## config.mk

```make
export PLATFORM = sky130hd
export DESIGN_NAME = npic_ctrl
export DESIGN_NICKNAME = d
export VERILOG_FILES = /design/src/npic_pkg.sv /design/src/npic_ctrl.sv
export VERILOG_INCLUDE_DIRS = /design/src /design/src/src
export SDC_FILE = /design/constraint.sdc
export NUM_CORES = 1
export LEC_CHECK = 0
export BUFFER_PORTS_ARGS = -buffer_cell sky130_fd_sc_hd__buf_4
export CAP_MARGIN = 20
export CORE_UTILIZATION = 51
export CTS_CLUSTER_DIAMETER = 150
export CTS_CLUSTER_SIZE = 28
export DETAILED_ROUTE_END_ITERATION = 12
export PLACE_DENSITY = 0.89
export SYNTH_ARGS = -nofsm -noshare
export SYNTH_HDL_FRONTEND = slang
export SYNTH_SLANG_ARGS = --single-unit
export TNS_END_PERCENT = 30
```

## constraint.sdc

```tcl
create_clock -name sys_clk_i -period 18.93 [get_ports sys_clk_i]
set_clock_uncertainty 0.2 [all_clocks]
set_input_delay 0 -clock sys_clk_i [delete_from_list [all_inputs] [get_ports sys_clk_i]]
set_output_delay 0 -clock sys_clk_i [all_outputs]
set_load 0.01 [all_outputs]
```

## src/npic_params.svh

```systemverilog
// constants and register map of the nested priority interrupt controller
//
// Behaviour
// - priority pair codes: level0=10, level1=01, level2=00, level3=11; 3 masks all
// - grant only at instruction boundary, after current instruction completes
// - entry stacks pc, index, accumulator and condition code register
// - maskable entry loads current priority from the vector's priority field
// - pc loaded from fixed top-of-memory vector ordered by hardware priority
// - interrupt return restores stacked registers including both priority bits
// - highest software priority wins, ties broken by fixed hardware priority
// - unserviced requests stay latched pending until they win
// - maskable served only if enabled and strictly above current level
// - reset and trap ignore mask, stack (not reset), set level 3
// - reset has highest software and hardware priority, runs at level 3
// - trap instruction raises trap, served even at level 3
// - reset or trap leaves halt mode
// - edge-triggered external request latched, cleared on service entry
// - selected pins of one external line are ORed into one request
// - peripheral request only while status flag and enable both set
// - clear sequence drops that source's pending latch
// - any request wakes the processor from wait mode
// - leaving halt, first grant chosen among halt-wake sources only
// - priority bits sit at condition code bits 5 and 3
// - software may change priority bits via dedicated instructions
// - four nesting levels and sixteen fixed vectors
// - writing level-0 pattern to a vector priority field is ignored
`ifndef NPIC_PARAMS_SVH
`define NPIC_PARAMS_SVH
`define NPIC_NVEC 14
`define NPIC_NPIN 8
`define NPIC_CC_HI_BIT 5
`define NPIC_CC_LO_BIT 3
`define NPIC_CC_RESET 8'hfa
`define NPIC_LVL0 2'h2
`define NPIC_LVL1 2'h1
`define NPIC_LVL2 2'h0
`define NPIC_LVL3 2'h3
`define NPIC_VEC_RESET 16'hfffe
`define NPIC_VEC_TRAP 16'hfffc
`define NPIC_VEC_TOP 16'hfffa
`define NPIC_ISPR_RESET 32'hffffffff
`define NPIC_HALT_WAKE_MASK 14'h00bc
`define NPIC_REG_ISPR0 12'h000
`define NPIC_REG_ISPR1 12'h004
`define NPIC_REG_ISPR2 12'h008
`define NPIC_REG_ISPR3 12'h00c
`define NPIC_REG_CC 12'h010
`define NPIC_REG_PEND 12'h014
`define NPIC_REG_EDGE 12'h018
`define NPIC_REG_PINSEL 12'h01c
`define NPIC_REG_PERIEN 12'h020
`define NPIC_REG_STATUS 12'h024
`endif

```

## src/npic_pkg.sv

```systemverilog
// types shared by the nested priority interrupt controller
package npic_pkg;
  typedef enum logic [1:0] {
    NPIC_RUN,
    NPIC_WAIT,
    NPIC_HALT
  } npic_pwr_t;
  typedef struct packed {
    logic trap;
    logic interrupt_return_instr;
    logic interrupt_enable_instr;
    logic sim;
    logic wait_for_irq_instr;
    logic halt;
    logic popcc;
  } npic_instr_t;
  typedef struct packed {
    logic valid;
    logic nmi;
    logic [3:0] idx;
    logic [15:0] vector;
    logic [1:0] level;
  } npic_grant_t;
endpackage

```

## src/npic_ctrl.sv

```systemverilog
// nested priority interrupt controller with axi4-lite register slave
`timescale 1ns/1ps
`include "npic_params.svh"
module npic_ctrl (
  // clock and reset
  input wire logic sys_clk_i,
  input wire logic nrst_i,
  // axi4-lite slave
  input wire logic [11:0] awaddr_i,
  input wire logic awvalid_i,
  output logic awready_o,
  input wire logic [31:0] wdata_i,
  input wire logic [3:0] wstrb_i,
  input wire logic wvalid_i,
  output logic wready_o,
  output logic [1:0] bresp_o,
  output logic bvalid_o,
  input wire logic bready_i,
  input wire logic [11:0] araddr_i,
  input wire logic arvalid_i,
  output logic arready_o,
  output logic [31:0] rdata_o,
  output logic [1:0] rresp_o,
  output logic rvalid_o,
  input wire logic rready_i,
  // interrupt sources
  input wire logic [`NPIC_NPIN-1:0] ext_pin_i,
  input wire logic [13:0] periph_flag_i,
  input wire logic [13:0] src_clear_i,
  // cpu core side
  input wire logic instr_end_i,
  input wire npic_pkg::npic_instr_t instr_i,
  input wire logic [7:0] stacked_cc_i,
  input wire logic [7:0] popped_cc_i,
  output npic_pkg::npic_grant_t grant_o,
  output logic stack_o,
  output logic [7:0] cc_o,
  output logic wake_o,
  output logic halted_o,
  output logic waiting_o
);
  // ****************************************
  // software priority encoding
  // ****************************************
  // rank 0..3 from the two-bit code, so compare is plain magnitude
  function automatic logic [1:0] rank(input logic [1:0] code);
    rank = 2'h0;
    if (code == `NPIC_LVL0) rank = 2'h0;
    else if (code == `NPIC_LVL1) rank = 2'h1;
    else if (code == `NPIC_LVL2) rank = 2'h2;
    else rank = 2'h3;
  endfunction

  // ****************************************
  // registers
  // ****************************************
  logic [31:0] ispr_r;
  logic [7:0] cc_r;
  logic [13:0] pend_r;
  logic [13:0] edge_r;
  logic [13:0] pinsel_r;
  logic [13:0] perien_r;
  logic trap_pend_r;
  logic boot_r;
  npic_pkg::npic_pwr_t pwr_r;
  logic [`NPIC_NPIN-1:0] pin_s1a_r, pin_s2_r, pin_s3_r, pin_lv_r;
  logic [`NPIC_NPIN-1:0] pin_lv_nxt;
  // remembers a halt exit until the first grant, as the power state is
  // already back to run at that boundary
  logic halt_exit_r;

  // ****************************************
  // pin synchroniser and line combining
  // ****************************************
  always_ff @(posedge sys_clk_i or negedge nrst_i) begin
    if (!nrst_i) begin
      pin_s1a_r <= '0;
      pin_s2_r <= '0;
      pin_s3_r <= '0;
      pin_lv_r <= '0;
    end else begin
      pin_s1a_r <= ext_pin_i;
      pin_s2_r <= pin_s1a_r;
      pin_s3_r <= pin_s2_r;
      pin_lv_r <= pin_lv_nxt;
    end
  end
  genvar gp;
  generate
    for (gp = 0; gp < `NPIC_NPIN; gp++) begin : g_pin
      // a change counts only once stages two and three agree
      assign pin_lv_nxt[gp] = (pin_s2_r[gp] == pin_s3_r[gp]) ?
                              pin_s3_r[gp] : pin_lv_r[gp];
    end
  endgenerate
  // pins 0-1 feed line 2, 2-3 line 3, 4-5 line 4, 6-7 line 5
  logic [13:0] ext_lvl;
  assign ext_lvl = {8'h00,
    |(pin_lv_r[7:6] & pinsel_r[7:6]), |(pin_lv_r[5:4] & pinsel_r[5:4]),
    |(pin_lv_r[3:2] & pinsel_r[3:2]), |(pin_lv_r[1:0] & pinsel_r[1:0]),
    2'h0};
  logic [13:0] ext_lvl_d_r;
  logic [13:0] raw_req;
  // edge lines latch a rise, level lines follow the pin
  assign raw_req = (edge_r & ext_lvl & ~ext_lvl_d_r)
                 | (~edge_r & ext_lvl)
                 | (periph_flag_i & perien_r);

  // ****************************************
  // arbitration
  // ****************************************
  logic [1:0] cur_rank;
  assign cur_rank = rank({cc_r[`NPIC_CC_HI_BIT], cc_r[`NPIC_CC_LO_BIT]});
  logic [13:0] elig;
  logic [13:0] cand;
  genvar gv;
  generate
    for (gv = 0; gv < 14; gv++) begin : g_elig
      assign elig[gv] = pend_r[gv] &&
        (rank(ispr_r[2*gv+1 -: 2]) > cur_rank);
    end
  endgenerate
  // leaving halt only wake-capable sources compete
  assign cand = (pwr_r == npic_pkg::NPIC_HALT || halt_exit_r) ?
                (elig & `NPIC_HALT_WAKE_MASK) : elig;
  logic [3:0] win_idx;
  logic win_any;
  logic [1:0] win_rank;
  always_comb begin
    win_idx = 4'h0;
    win_any = 1'b0;
    win_rank = 2'h0;
    // low index = higher hardware priority, so only strict beats replace
    for (int i = 0; i < 14; i++) begin
      if (cand[i] && (!win_any || rank(ispr_r[2*i+1 -: 2]) > win_rank)) begin
        win_any = 1'b1;
        win_idx = 4'(i);
        win_rank = rank(ispr_r[2*i+1 -: 2]);
      end
    end
  end
  logic take_nmi, take_mask, take;
  assign take_nmi = trap_pend_r && instr_end_i;
  assign take_mask = win_any && instr_end_i && !take_nmi;
  assign take = take_nmi || take_mask;
  logic [15:0] win_vec;
  assign win_vec = `NPIC_VEC_TOP - {11'h000, win_idx, 1'b0};

  // ****************************************
  // grant, pending and condition code
  // ****************************************
  npic_pkg::npic_grant_t grant_nxt;
  always_comb begin
    grant_nxt = '0;
    if (boot_r) begin
      grant_nxt = '{1'b1, 1'b1, 4'h0, `NPIC_VEC_RESET, `NPIC_LVL3};
    end else if (take_nmi) begin
      grant_nxt = '{1'b1, 1'b1, 4'h0, `NPIC_VEC_TRAP, `NPIC_LVL3};
    end else if (take_mask) begin
      grant_nxt = '{1'b1, 1'b0, win_idx, win_vec,
                    ispr_r[2*win_idx+1 -: 2]};
    end
  end
  logic [13:0] pend_nxt;
  logic [13:0] served;
  assign served = take_mask ? (14'h0001 << win_idx) : 14'h0000;
  // clear sequence drops the latch, service drops it on edge lines only; a new edge wins
  assign pend_nxt = (pend_r & ~src_clear_i & ~(served & edge_r))
                  | raw_req;
  logic [7:0] cc_nxt;
  logic [1:0] lvl_sel;
  always_comb begin
    cc_nxt = cc_r;
    lvl_sel = grant_nxt.level;
    if (grant_nxt.valid) begin
      cc_nxt[`NPIC_CC_HI_BIT] = lvl_sel[1];
      cc_nxt[`NPIC_CC_LO_BIT] = lvl_sel[0];
    end else if (instr_end_i) begin
      if (instr_i.interrupt_return_instr || instr_i.popcc) cc_nxt = popped_cc_i;
      else if (instr_i.sim) begin
        cc_nxt[`NPIC_CC_HI_BIT] = 1'b1;
        cc_nxt[`NPIC_CC_LO_BIT] = 1'b1;
      end else if (instr_i.interrupt_enable_instr || instr_i.wait_for_irq_instr || instr_i.halt) begin
        cc_nxt[`NPIC_CC_HI_BIT] = 1'b1;
        cc_nxt[`NPIC_CC_LO_BIT] = 1'b0;
      end else cc_nxt = stacked_cc_i;
    end
  end
  npic_pkg::npic_pwr_t pwr_nxt;
  always_comb begin
    pwr_nxt = pwr_r;
    case (pwr_r)
      npic_pkg::NPIC_RUN: begin
        if (instr_end_i && instr_i.wait_for_irq_instr) pwr_nxt = npic_pkg::NPIC_WAIT;
        else if (instr_end_i && instr_i.halt) pwr_nxt = npic_pkg::NPIC_HALT;
      end
      npic_pkg::NPIC_WAIT: begin
        if (|pend_r || trap_pend_r) pwr_nxt = npic_pkg::NPIC_RUN;
      end
      npic_pkg::NPIC_HALT: begin
        if (trap_pend_r || |(pend_r & `NPIC_HALT_WAKE_MASK))
          pwr_nxt = npic_pkg::NPIC_RUN;
      end
      default: pwr_nxt = npic_pkg::NPIC_RUN;
    endcase
  end

  // ****************************************
  // axi4-lite slave
  // ****************************************
  logic [11:0] aw_r;
  logic aw_v_r, w_v_r;
  logic [31:0] wd_r;
  logic [3:0] ws_r;
  assign awready_o = !aw_v_r && !bvalid_o;
  assign wready_o = !w_v_r && !bvalid_o;
  assign arready_o = !rvalid_o;
  logic do_wr;
  assign do_wr = aw_v_r && w_v_r && !bvalid_o;
  logic [31:0] ispr_nxt;
  logic [1:0] isel;
  assign isel = aw_r[3:2];
  genvar gf;
  generate
    for (gf = 0; gf < 16; gf++) begin : g_ispr
      logic [1:0] nv;
      logic hit;
      assign hit = do_wr && (aw_r < `NPIC_REG_CC) && (isel == 2'(gf / 4))
                   && ws_r[0] && !(gf >= 14);
      assign nv = wd_r[2*(gf%4)+1 -: 2];
      // level-0 pattern keeps the old field
      assign ispr_nxt[2*gf+1 -: 2] = (hit && nv != `NPIC_LVL0) ?
                                     nv : ispr_r[2*gf+1 -: 2];
    end
  endgenerate
  logic wr_ok;
  assign wr_ok = (aw_r <= `NPIC_REG_PERIEN) && aw_r[1:0] == 2'h0 &&
                 aw_r != `NPIC_REG_CC && aw_r != `NPIC_REG_PEND;
  logic [31:0] rd_val;
  logic rd_ok;
  always_comb begin
    rd_ok = 1'b1;
    rd_val = 32'h0;
    if (araddr_i[11:4] == 8'h00 && araddr_i[1:0] == 2'h0)
      rd_val = {24'h0, ispr_r[8*araddr_i[3:2] +: 8]};
    else if (araddr_i == `NPIC_REG_CC) rd_val = {24'h0, cc_r};
    else if (araddr_i == `NPIC_REG_PEND) rd_val = {18'h0, pend_r};
    else if (araddr_i == `NPIC_REG_EDGE) rd_val = {18'h0, edge_r};
    else if (araddr_i == `NPIC_REG_PINSEL) rd_val = {18'h0, pinsel_r};
    else if (araddr_i == `NPIC_REG_PERIEN) rd_val = {18'h0, perien_r};
    else if (araddr_i == `NPIC_REG_STATUS)
      rd_val = {29'h0, trap_pend_r, pwr_r};
    else rd_ok = 1'b0;
  end

  // ****************************************
  // state update
  // ****************************************
  always_ff @(posedge sys_clk_i or negedge nrst_i) begin
    if (!nrst_i) begin
      aw_v_r <= 1'b0;
      w_v_r <= 1'b0;
      aw_r <= 12'h000;
      wd_r <= 32'h0;
      ws_r <= 4'h0;
      bvalid_o <= 1'b0;
      bresp_o <= 2'h0;
      rvalid_o <= 1'b0;
      rdata_o <= 32'h0;
      rresp_o <= 2'h0;
    end else begin
      if (awvalid_i && awready_o) begin
        aw_v_r <= 1'b1;
        aw_r <= awaddr_i;
      end
      if (wvalid_i && wready_o) begin
        w_v_r <= 1'b1;
        wd_r <= wdata_i;
        ws_r <= wstrb_i;
      end
      if (do_wr) begin
        aw_v_r <= 1'b0;
        w_v_r <= 1'b0;
        bvalid_o <= 1'b1;
        bresp_o <= wr_ok ? 2'h0 : 2'h2;
      end else if (bvalid_o && bready_i) bvalid_o <= 1'b0;
      if (arvalid_i && arready_o) begin
        rvalid_o <= 1'b1;
        rdata_o <= rd_val;
        rresp_o <= rd_ok ? 2'h0 : 2'h2;
      end else if (rvalid_o && rready_i) rvalid_o <= 1'b0;
    end
  end
  always_ff @(posedge sys_clk_i or negedge nrst_i) begin
    if (!nrst_i) begin
      ispr_r <= `NPIC_ISPR_RESET;
      cc_r <= `NPIC_CC_RESET;
      pend_r <= 14'h0000;
      edge_r <= 14'h0000;
      pinsel_r <= 14'h0000;
      perien_r <= 14'h0000;
      trap_pend_r <= 1'b0;
      boot_r <= 1'b1;
      halt_exit_r <= 1'b0;
      pwr_r <= npic_pkg::NPIC_RUN;
      ext_lvl_d_r <= 14'h0000;
      grant_o <= '0;
      stack_o <= 1'b0;
    end else begin
      ispr_r <= ispr_nxt;
      cc_r <= cc_nxt;
      pend_r <= pend_nxt;
      ext_lvl_d_r <= ext_lvl;
      boot_r <= 1'b0;
      halt_exit_r <= (halt_exit_r && !take) ||
                     (pwr_r == npic_pkg::NPIC_HALT &&
                      pwr_nxt == npic_pkg::NPIC_RUN && !take);
      pwr_r <= take ? npic_pkg::NPIC_RUN : pwr_nxt;
      grant_o <= grant_nxt;
      stack_o <= take;
      // a new trap wins over the one being served
      trap_pend_r <= (trap_pend_r && !take_nmi) ||
                     (instr_end_i && instr_i.trap);
      if (do_wr && aw_r == `NPIC_REG_EDGE && ws_r[0]) edge_r <= wd_r[13:0];
      if (do_wr && aw_r == `NPIC_REG_PINSEL && ws_r[0])
        pinsel_r <= wd_r[13:0];
      if (do_wr && aw_r == `NPIC_REG_PERIEN && ws_r[0])
        perien_r <= wd_r[13:0];
    end
  end
  assign cc_o = cc_r;
  assign wake_o = (pwr_r != npic_pkg::NPIC_RUN) && (pwr_nxt == npic_pkg::NPIC_RUN);
  assign halted_o = (pwr_r == npic_pkg::NPIC_HALT);
  assign waiting_o = (pwr_r == npic_pkg::NPIC_WAIT);

  // ****************************************
  // checks
  // ****************************************
  a_nmi_level3: assert property (@(posedge sys_clk_i) disable iff (!nrst_i)
    take_nmi |=> grant_o.level == `NPIC_LVL3 && cc_r[5] && cc_r[3])
    else $error("trap entry did not set level 3");
  a_mask_strict: assert property (@(posedge sys_clk_i) disable iff (!nrst_i)
    take_mask |-> rank(ispr_r[2*win_idx+1 -: 2]) > cur_rank)
    else $error("grant not above current level");
  a_boundary_only: assert property (@(posedge sys_clk_i) disable iff (!nrst_i)
    !instr_end_i && !boot_r |=> !grant_o.valid)
    else $error("grant outside boundary");
  a_stack_grant: assert property (@(posedge sys_clk_i) disable iff (!nrst_i)
    stack_o |-> grant_o.valid)
    else $error("stacking without grant");
  a_pend_hold: assert property (@(posedge sys_clk_i) disable iff (!nrst_i)
    pend_r[9] && !take_mask && !src_clear_i[9] |=> pend_r[9])
    else $error("pending request lost");
  a_clear_drop: assert property (@(posedge sys_clk_i) disable iff (!nrst_i)
    src_clear_i[9] && !raw_req[9] |=> !pend_r[9])
    else $error("clear did not drop latch");
  a_interrupt_return_instr_restore: assert property (@(posedge sys_clk_i) disable iff (!nrst_i)
    instr_end_i && instr_i.interrupt_return_instr && !grant_nxt.valid |=>
    cc_r == $past(popped_cc_i))
    else $error("return did not restore cc");
  a_wait_wake: assert property (@(posedge sys_clk_i) disable iff (!nrst_i)
    waiting_o && |pend_r |=> !waiting_o)
    else $error("wait not left on request");
  a_ispr_lvl0: assert property (@(posedge sys_clk_i) disable iff (!nrst_i)
    ##1 ispr_r[1:0] != `NPIC_LVL0 || $past(ispr_r[1:0]) == `NPIC_LVL0)
    else $error("level 0 written to priority field");
endmodule

```

======== Word level (Yosys, flattened, before mapping) ========
Index checks and enable logic that the tools add are counted.
storage, ports and cells
  bits of input ports ..................... 127
  register bits after elaboration ......... 225
  logic and storage cells ................. 454
operators by class
  mux-type cells .......................... 134
  shift operators ......................... 3
  bitwise gates (word level) .............. 19
  reduce and logical (&&, ||, !) cells .... 155
  eq/ne operators ......................... 60
  add/subtract/negate cells ............... 2
  $lt $le $gt $ge ......................... 29
operators by type and width
  operator                                           number
  2-to-1 mux 14 bit                                  8
  2-to-1 mux 2 bit                                   52
  logical AND 1 bit                                  80
  == test 12 x 5 -> 1 bit (second input constant)    6
  2-to-1 mux 24 bit                                  3
  bitwise AND 14 bit                                 5
  greater-than comparator 2 bit                      27
  2-to-1 mux 1 bit                                   53
  2-to-1 mux 4 bit                                   12
  NOT 14 bit                                         3
  OR 14 bit                                          3
  logical NOT 2 bit                                  20
  == test 12 x 6 -> 1 bit (second input constant)    3
  == test 2 bit (second input constant)              18
  == test 2 x 1 -> 1 bit (second input constant)     17
  variable part select 33 x 7 -> 2 bit               1
  variable part select 32 x 6 -> 8 bit               1
  bitwise AND 14 x 6 -> 14 bit                       2
  != test 12 x 5 -> 1 bit (second input constant)    2
  logical OR 1 bit                                   22
  logical NOT 1 bit                                  19
  NOT 6 -> 14 bit                                    1
  OR reduction 14 bit                                1
  left shift 1 x 4 -> 14 bit (first input constant)  1
  18 further kinds                                   42

======== Longest topological paths before layout ========
  word-level depth ........................ 67
  gate-level depth with buffers ........... 106
  gate-level depth less buffers ........... 104

======== Worst setup path after synthesis ========
No wires, ideal clock.
  path kind ............................... reg-to-reg
  start ................................... register cc_r[3], in the netlist cc_o[3]
  end ..................................... register grant_o[1] (netlist name)
  slack ................................... -0.375 ns
  cell stages (with the launch flop) ...... 93
  library setup time ...................... 0.147 ns
  arrival time ............................ 18.957 ns
  buffers on the path ..................... 2
  required time ........................... 18.583 ns
  cell sequence ........................... dfstp_2 > inv_1 > ha_1 > nor2_1 > ha_1 > nand2_1 > o211a_1 > nand3_1 > ha_1 > nor2b_1 > o21a_1 > o21ai_0 > o22ai_1 > and2_1 > ha_1 > nand2_1 > o21ai_0 > a211oi_1 > [... 57 more ...] > a31oi_1 > ha_1 > a21oi_1 > a21oi_1 > o21a_1 > clkbuf_1 > inv_1 > mux2_2 > ha_1 > nor2b_1 > o21ai_0 > a21o_1 > o21ai_1 > a31oi_4 > mux2i_1 > a22oi_1 > a221oi_1 > o21ai_0
RTL lines
  what                    line              RTL
  start, declared         npic_ctrl.sv:58   logic [7:0] cc_r;
  start signal, assigned  npic_ctrl.sv:297  cc_r <= `NPIC_CC_RESET;
  start signal, assigned  npic_ctrl.sv:311  cc_r <= cc_nxt;
  end signal, assigned    npic_ctrl.sv:319  grant_o <= grant_nxt;
  end, declared           npic_ctrl.sv:35   output npic_pkg::npic_grant_t grant_o,

======== Worst setup path after layout ========
  start ................................... register ispr_r[1]
  end ..................................... register pend_r[1]
on the way
  word-level cells in the longest chain between the ends .. 67
  elaborated cells between the ends (all ways) .. 109
  classes of those cells .................. order compare (14); eq/ne (2); shift (1); mux (45); bitwise (4); reduce/logical (43)
RTL lines
  what                                                         line              RTL
  start, declared                                              npic_ctrl.sv:57   logic [31:0] ispr_r;
  start signal, assigned                                       npic_ctrl.sv:296  ispr_r <= `NPIC_ISPR_RESET;
  start signal, assigned                                       npic_ctrl.sv:310  ispr_r <= ispr_nxt;
  logical NOT 2 bit (no source line)                           --
  2-to-1 mux 1 bit                                             npic_ctrl.sv:50   else if (code == `NPIC_LVL2) rank = 2'h2;
  2-to-1 mux 2 bit                                             npic_ctrl.sv:49   else if (code == `NPIC_LVL1) rank = 2'h1;
  2-to-1 mux 2 bit *                                           npic_ctrl.sv:48   if (code == `NPIC_LVL0) rank = 2'h0;
  greater-than comparator 2 bit                                npic_ctrl.sv:120  (rank(ispr_r[2*gv+1 -: 2]) > cur_rank);
  logical AND 1 bit                                            npic_ctrl.sv:119  assign elig[gv] = pend_r[gv] &&
  2-to-1 mux 14 bit                                            npic_ctrl.sv:124  assign cand = (pwr_r == npic_pkg::NPIC_HALT || halt_exit_r) ?
  2-to-1 mux 2 bit / 2-to-1 mux 1 bit (equally long branches)  npic_ctrl.sv:135  if (cand[i] && (!win_any || rank(ispr_r[2*i+1 -: 2]) > win_rank)) begin
  [... 51 more ...]                                            --
  2-to-1 mux 1 bit                                             npic_ctrl.sv:135
  logical AND 1 bit (2 in a row)                               npic_ctrl.sv:144  assign take_mask = win_any && instr_end_i && !take_nmi;
  2-to-1 mux 14 bit *                                          npic_ctrl.sv:166  assign served = take_mask ? (14'h0001 << win_idx) : 14'h0000;
  bitwise AND 14 bit *                                         npic_ctrl.sv:168  assign pend_nxt = (pend_r & ~src_clear_i & ~(served & edge_r))
  NOT 14 bit *                                                 npic_ctrl.sv:168
  bitwise AND 14 bit *                                         npic_ctrl.sv:168
  OR 14 bit *                                                  npic_ctrl.sv:169  | raw_req;
  net pend_nxt[1]                                              npic_ctrl.sv:164  logic [13:0] pend_nxt;
  end signal, assigned                                         npic_ctrl.sv:312  pend_r <= pend_nxt;
  end, declared                                                npic_ctrl.sv:59   logic [13:0] pend_r;
Mark *: on every way through the listed nets, which the timed path passes. The rest lies on a longest branch.
A chain may end at the register's enable or synchronous reset.

==> impl_metrics.json <==
{
  "status": "complete, but fails checks",
  "violations": "negative hold slack",
  "port_buffers": 161,
  "fin_cells": 1740,
  "cts.clk_slew.worst_paths_ns": 0.09,
  "cts.sinks": 194,
  "hold_violations": 2,
  "crit_type": "flop to flop",
  "setup_violations": 0,
  "fmaxAchievable_ghz": 0.0545,
  "post-dp-hpwl_um": 24500,
  "ios": 204,
  "root_buffer": "clkbuf_16",
  "final_util_pct": 70.1,
  "routed_wl_um": 38900,
  "crit_fanout": 4,
  "synthesis.instances": 1121,
  "fp-row-count": 54,
  "cp-end-kind": "flop",
  "post-place-cells": 1588,
  "grtUsageTotal_pct": 34.3,
  "grt-ovfl-total": 0,
  "die_area_um2": 22700,
  "ys_seq_area_share_pct": 43.5,
  "whs_ns": -0.0185,
  "drt-wirelength-per-cell_um": 22.4,
  "gp_congestion": 1.00,
  "insertion_delay_ns": 0.46,
  "ant_nets": 0,
  "ys.flop_type": "dfrtp_1",
  "period_needed_ns": 18.34,
  "first_pass_iters": 7,
  "grt_max_degree": 121,
  "initial_utilization_pct": 51.8,
  "drive_above_1_share_pct": 33.3,
  "cpMostUsedCell": "ha_1",
  "netlist_area_um2": 11300,
  "powerDensity_nw_per_um2": 77.9,
  "ir_worst_vdd_v": 0.0000938,
  "synth.area.top_cells": "dfrtp_1 35%, ha_1 8.9%, dfstp_2 8.2%, mux2_2 7.1%, o21ai_0 3.5%",
  "area_growth_pct": 35.2,
  "syn-mean-instance-area_um2": 10.1,
  "die_h_um": 151,
  "ys_async_sr_fraction_pct": 100,
  "yosys.area.top_type": "dfrtp_1",
  "viasPerCell": 6.18,
  "multi_input_area_um2": 6170,
  "cap_violations": 0,
  "die_x_um": 151,
  "grt_pass1_wl_um": 58300,
  "cp_data_arrival_time_ns": 18.50,
  "netlist.area_leader.share_pct": 35.3,
  "synthDistinctLibCells": 85,
  "final_nets": 1654,
  "numCtsBuffers": 17,
  "max_slew_margin_pct": 31.1,
  "fin_crit_sh_pct": 96.9,
  "fin_setup_tns_ns": 0,
  "fillers": 1430,
  "final-max-slew-violation-count": 0,
  "core-area_um2": 21800,
  "ys_seq_elements": 194,
  "leakage_uw": 0.00697,
  "critPathRequiredTime_ns": 19.09,
  "drt-initial-drc-count": 995,
  "clockBufferDepth": 2,
  "regArea_um2": 4900,
  "slowest_delay_ns": 0.55,
  "start_kind": "flop",
  "cts_tree": "built",
  "vias": 10700,
  "grt_pass1_vias": 10800,
  "cts-htree-levels": 4,
  "drc": 0,
  "antenna_found_initial": 0,
  "ys_warn_count": 0,
  "worst_slew_pin_slew_ns": 1.03,
  "num_antenna_cells": 0,
  "p_total_uw": 1190,
  "min-delay-path-class": "input port to flop",
  "synth-edff-count": 0,
  "critPathSlowestCell": "dfstp_2"
}
kinds of logic after synthesis:
group,synth area share (%)
xor gates and xnor gates,0.0777
other,0.0333
and+or+nand+nor,13.6
DFF,43.5
adders and majority gates,9.68
AOI/OAI and AO/OA,17.7
muxes,9.49
buffers and inverters,5.96
area by class of cell:
cell class,count,share of cell area (%)
Multi-Input combinational cell,804,40.5
Sequential cell,194,32.1
Timing Repair Buffer,347,19.0
Clock buffer,17,2.79
Tap cell,280,2.30
Inverter,83,2.06
Clock inverter,15,1.27
routing by layer:
metal	up-vias	wire, um	GRT usage, %
met5	-	0	0
met4	0	2630	19.4
met3	225	3890	9.06
met2	739	18500	57.0
met1	5159	13900	40.1
li1	4622	-	-
flip-flops by register name, summed over array words and instances, names as in the netlist, 2 cells and up, named ones only:
| signal | count |
|---|---|
| edge_r | 14 |
| perien_r | 14 |
| ext_lvl_d_r | 4 |
| pin_s2_r | 8 |
| ispr_r | 28 |
| pwr_r | 2 |
| rdata_o | 14 |
| pinsel_r | 14 |
| grant_o | 13 |
| cc_o | 8 |
| pin_lv_r | 8 |
| wd_r | 14 |
| pend_r | 14 |
| pin_s1a_r | 8 |
| aw_r | 12 |
| pin_s3_r | 8 |
metrics by stage:
stage / instance area (um2) / hold WS, ns / worst slack, ns
2_1_floorplan: 11400 / -0.496 / 0.00239
3_3_place_gp: 13100 / -0.0899 / 0.464
3_5_place_dp: 13100 / -0.0894 / -0.211
4_1_cts: 14800 / 0.00342 / 0.101
5_1_grt: 15200 / 0.00278 / -0.201
6_report: 15200 / -0.0185 / 0.589
synth_stat cells, types with 10 or more instances:
| cell | instances |
|---|---|
| dfrtp_1 | 159 |
| nor2_1 | 94 |
| nand2_1 | 92 |
| ha_1 | 80 |
| inv_1 | 80 |
| o21ai_0 | 78 |
| mux2_2 | 71 |
| a21oi_1 | 65 |
| dfstp_2 | 35 |
| buf_4 | 32 |
| clkbuf_1 | 25 |
| nand3_1 | 22 |
| mux2i_1 | 18 |
| nor2b_1 | 18 |
| nor3_1 | 17 |
| a21o_1 | 13 |
| a22oi_1 | 13 |
| o211ai_1 | 13 |
| or2_2 | 12 |
| a32o_1 | 10 |
placed cells by master (no fill, tap or decap), types with 19 or more instances in the layout:
cell type,netlist,routed
nand3_1,22,19
o21ai_0,78,60
dfstp_2,35,35
a21oi_1,65,56
buf_4,32,235
nand2_1,92,88
mux2_2,71,70
dfrtp_1,159,159
ha_1,80,72
inv_1,80,78
dlygate4sd3_1,0,106
conb_1,1,22
nor2_1,94,88
worst max-delay path, delay by kind of cell, from the launching register on:
| family | cells | cell delay (ns) |
|---|---|---|
| AO/OA/AOI/OAI | 41 | 7.26 |
| adder cells (fa/ha/maj) | 16 | 4.38 |
| buffers and inverters | 8 | 0.89 |
| AND/OR/NAND/NOR | 25 | 3.68 |
| multiplexers | 4 | 1.24 |
| flip-flops | 1 | 0.55 |
worst paths after layout:
kind                                         from  cells after the start  slack (ns)                      end
max                         ispr_r[1]$_DFFE_PN1P_                     94        0.59      pend_r[1]$_DFF_PN0_
min                               stacked_cc_i[3]                      6       -0.02      cc_o[3]$_DFFE_PN1P_
max reg2reg                 ispr_r[1]$_DFFE_PN1P_                     94        0.59      pend_r[1]$_DFF_PN0_
min reg2reg                pin_s1a_r[1]$_DFF_PN0_                      0        0.16    pin_s2_r[1]$_DFF_PN0_
max in group asynchronous                  nrst_i                      3       16.99      pend_r[3]$_DFF_PN0_
min in group asynchronous                  nrst_i                      2        0.03  pin_lv_r[6]$_DFFE_PN0N_
what timing repair did:
item,CTS,global route
cloned,0,0
pin swaps,2,52
hold endpoints to repair,189,0
resized for setup,6,87
endpoints found under the setup margin,16,26
buffers inserted,0,13
hold buffers,106,0
power breakdown:
part / leakage [uW] / internal (uW) / switching [uW]
sequential: 0.00240 / 465 / 83.3
combinational: 0.00428 / 128 / 127
clock: 0.000295 / 184 / 199
Note: power is estimated with default switching activity, not from simulation.
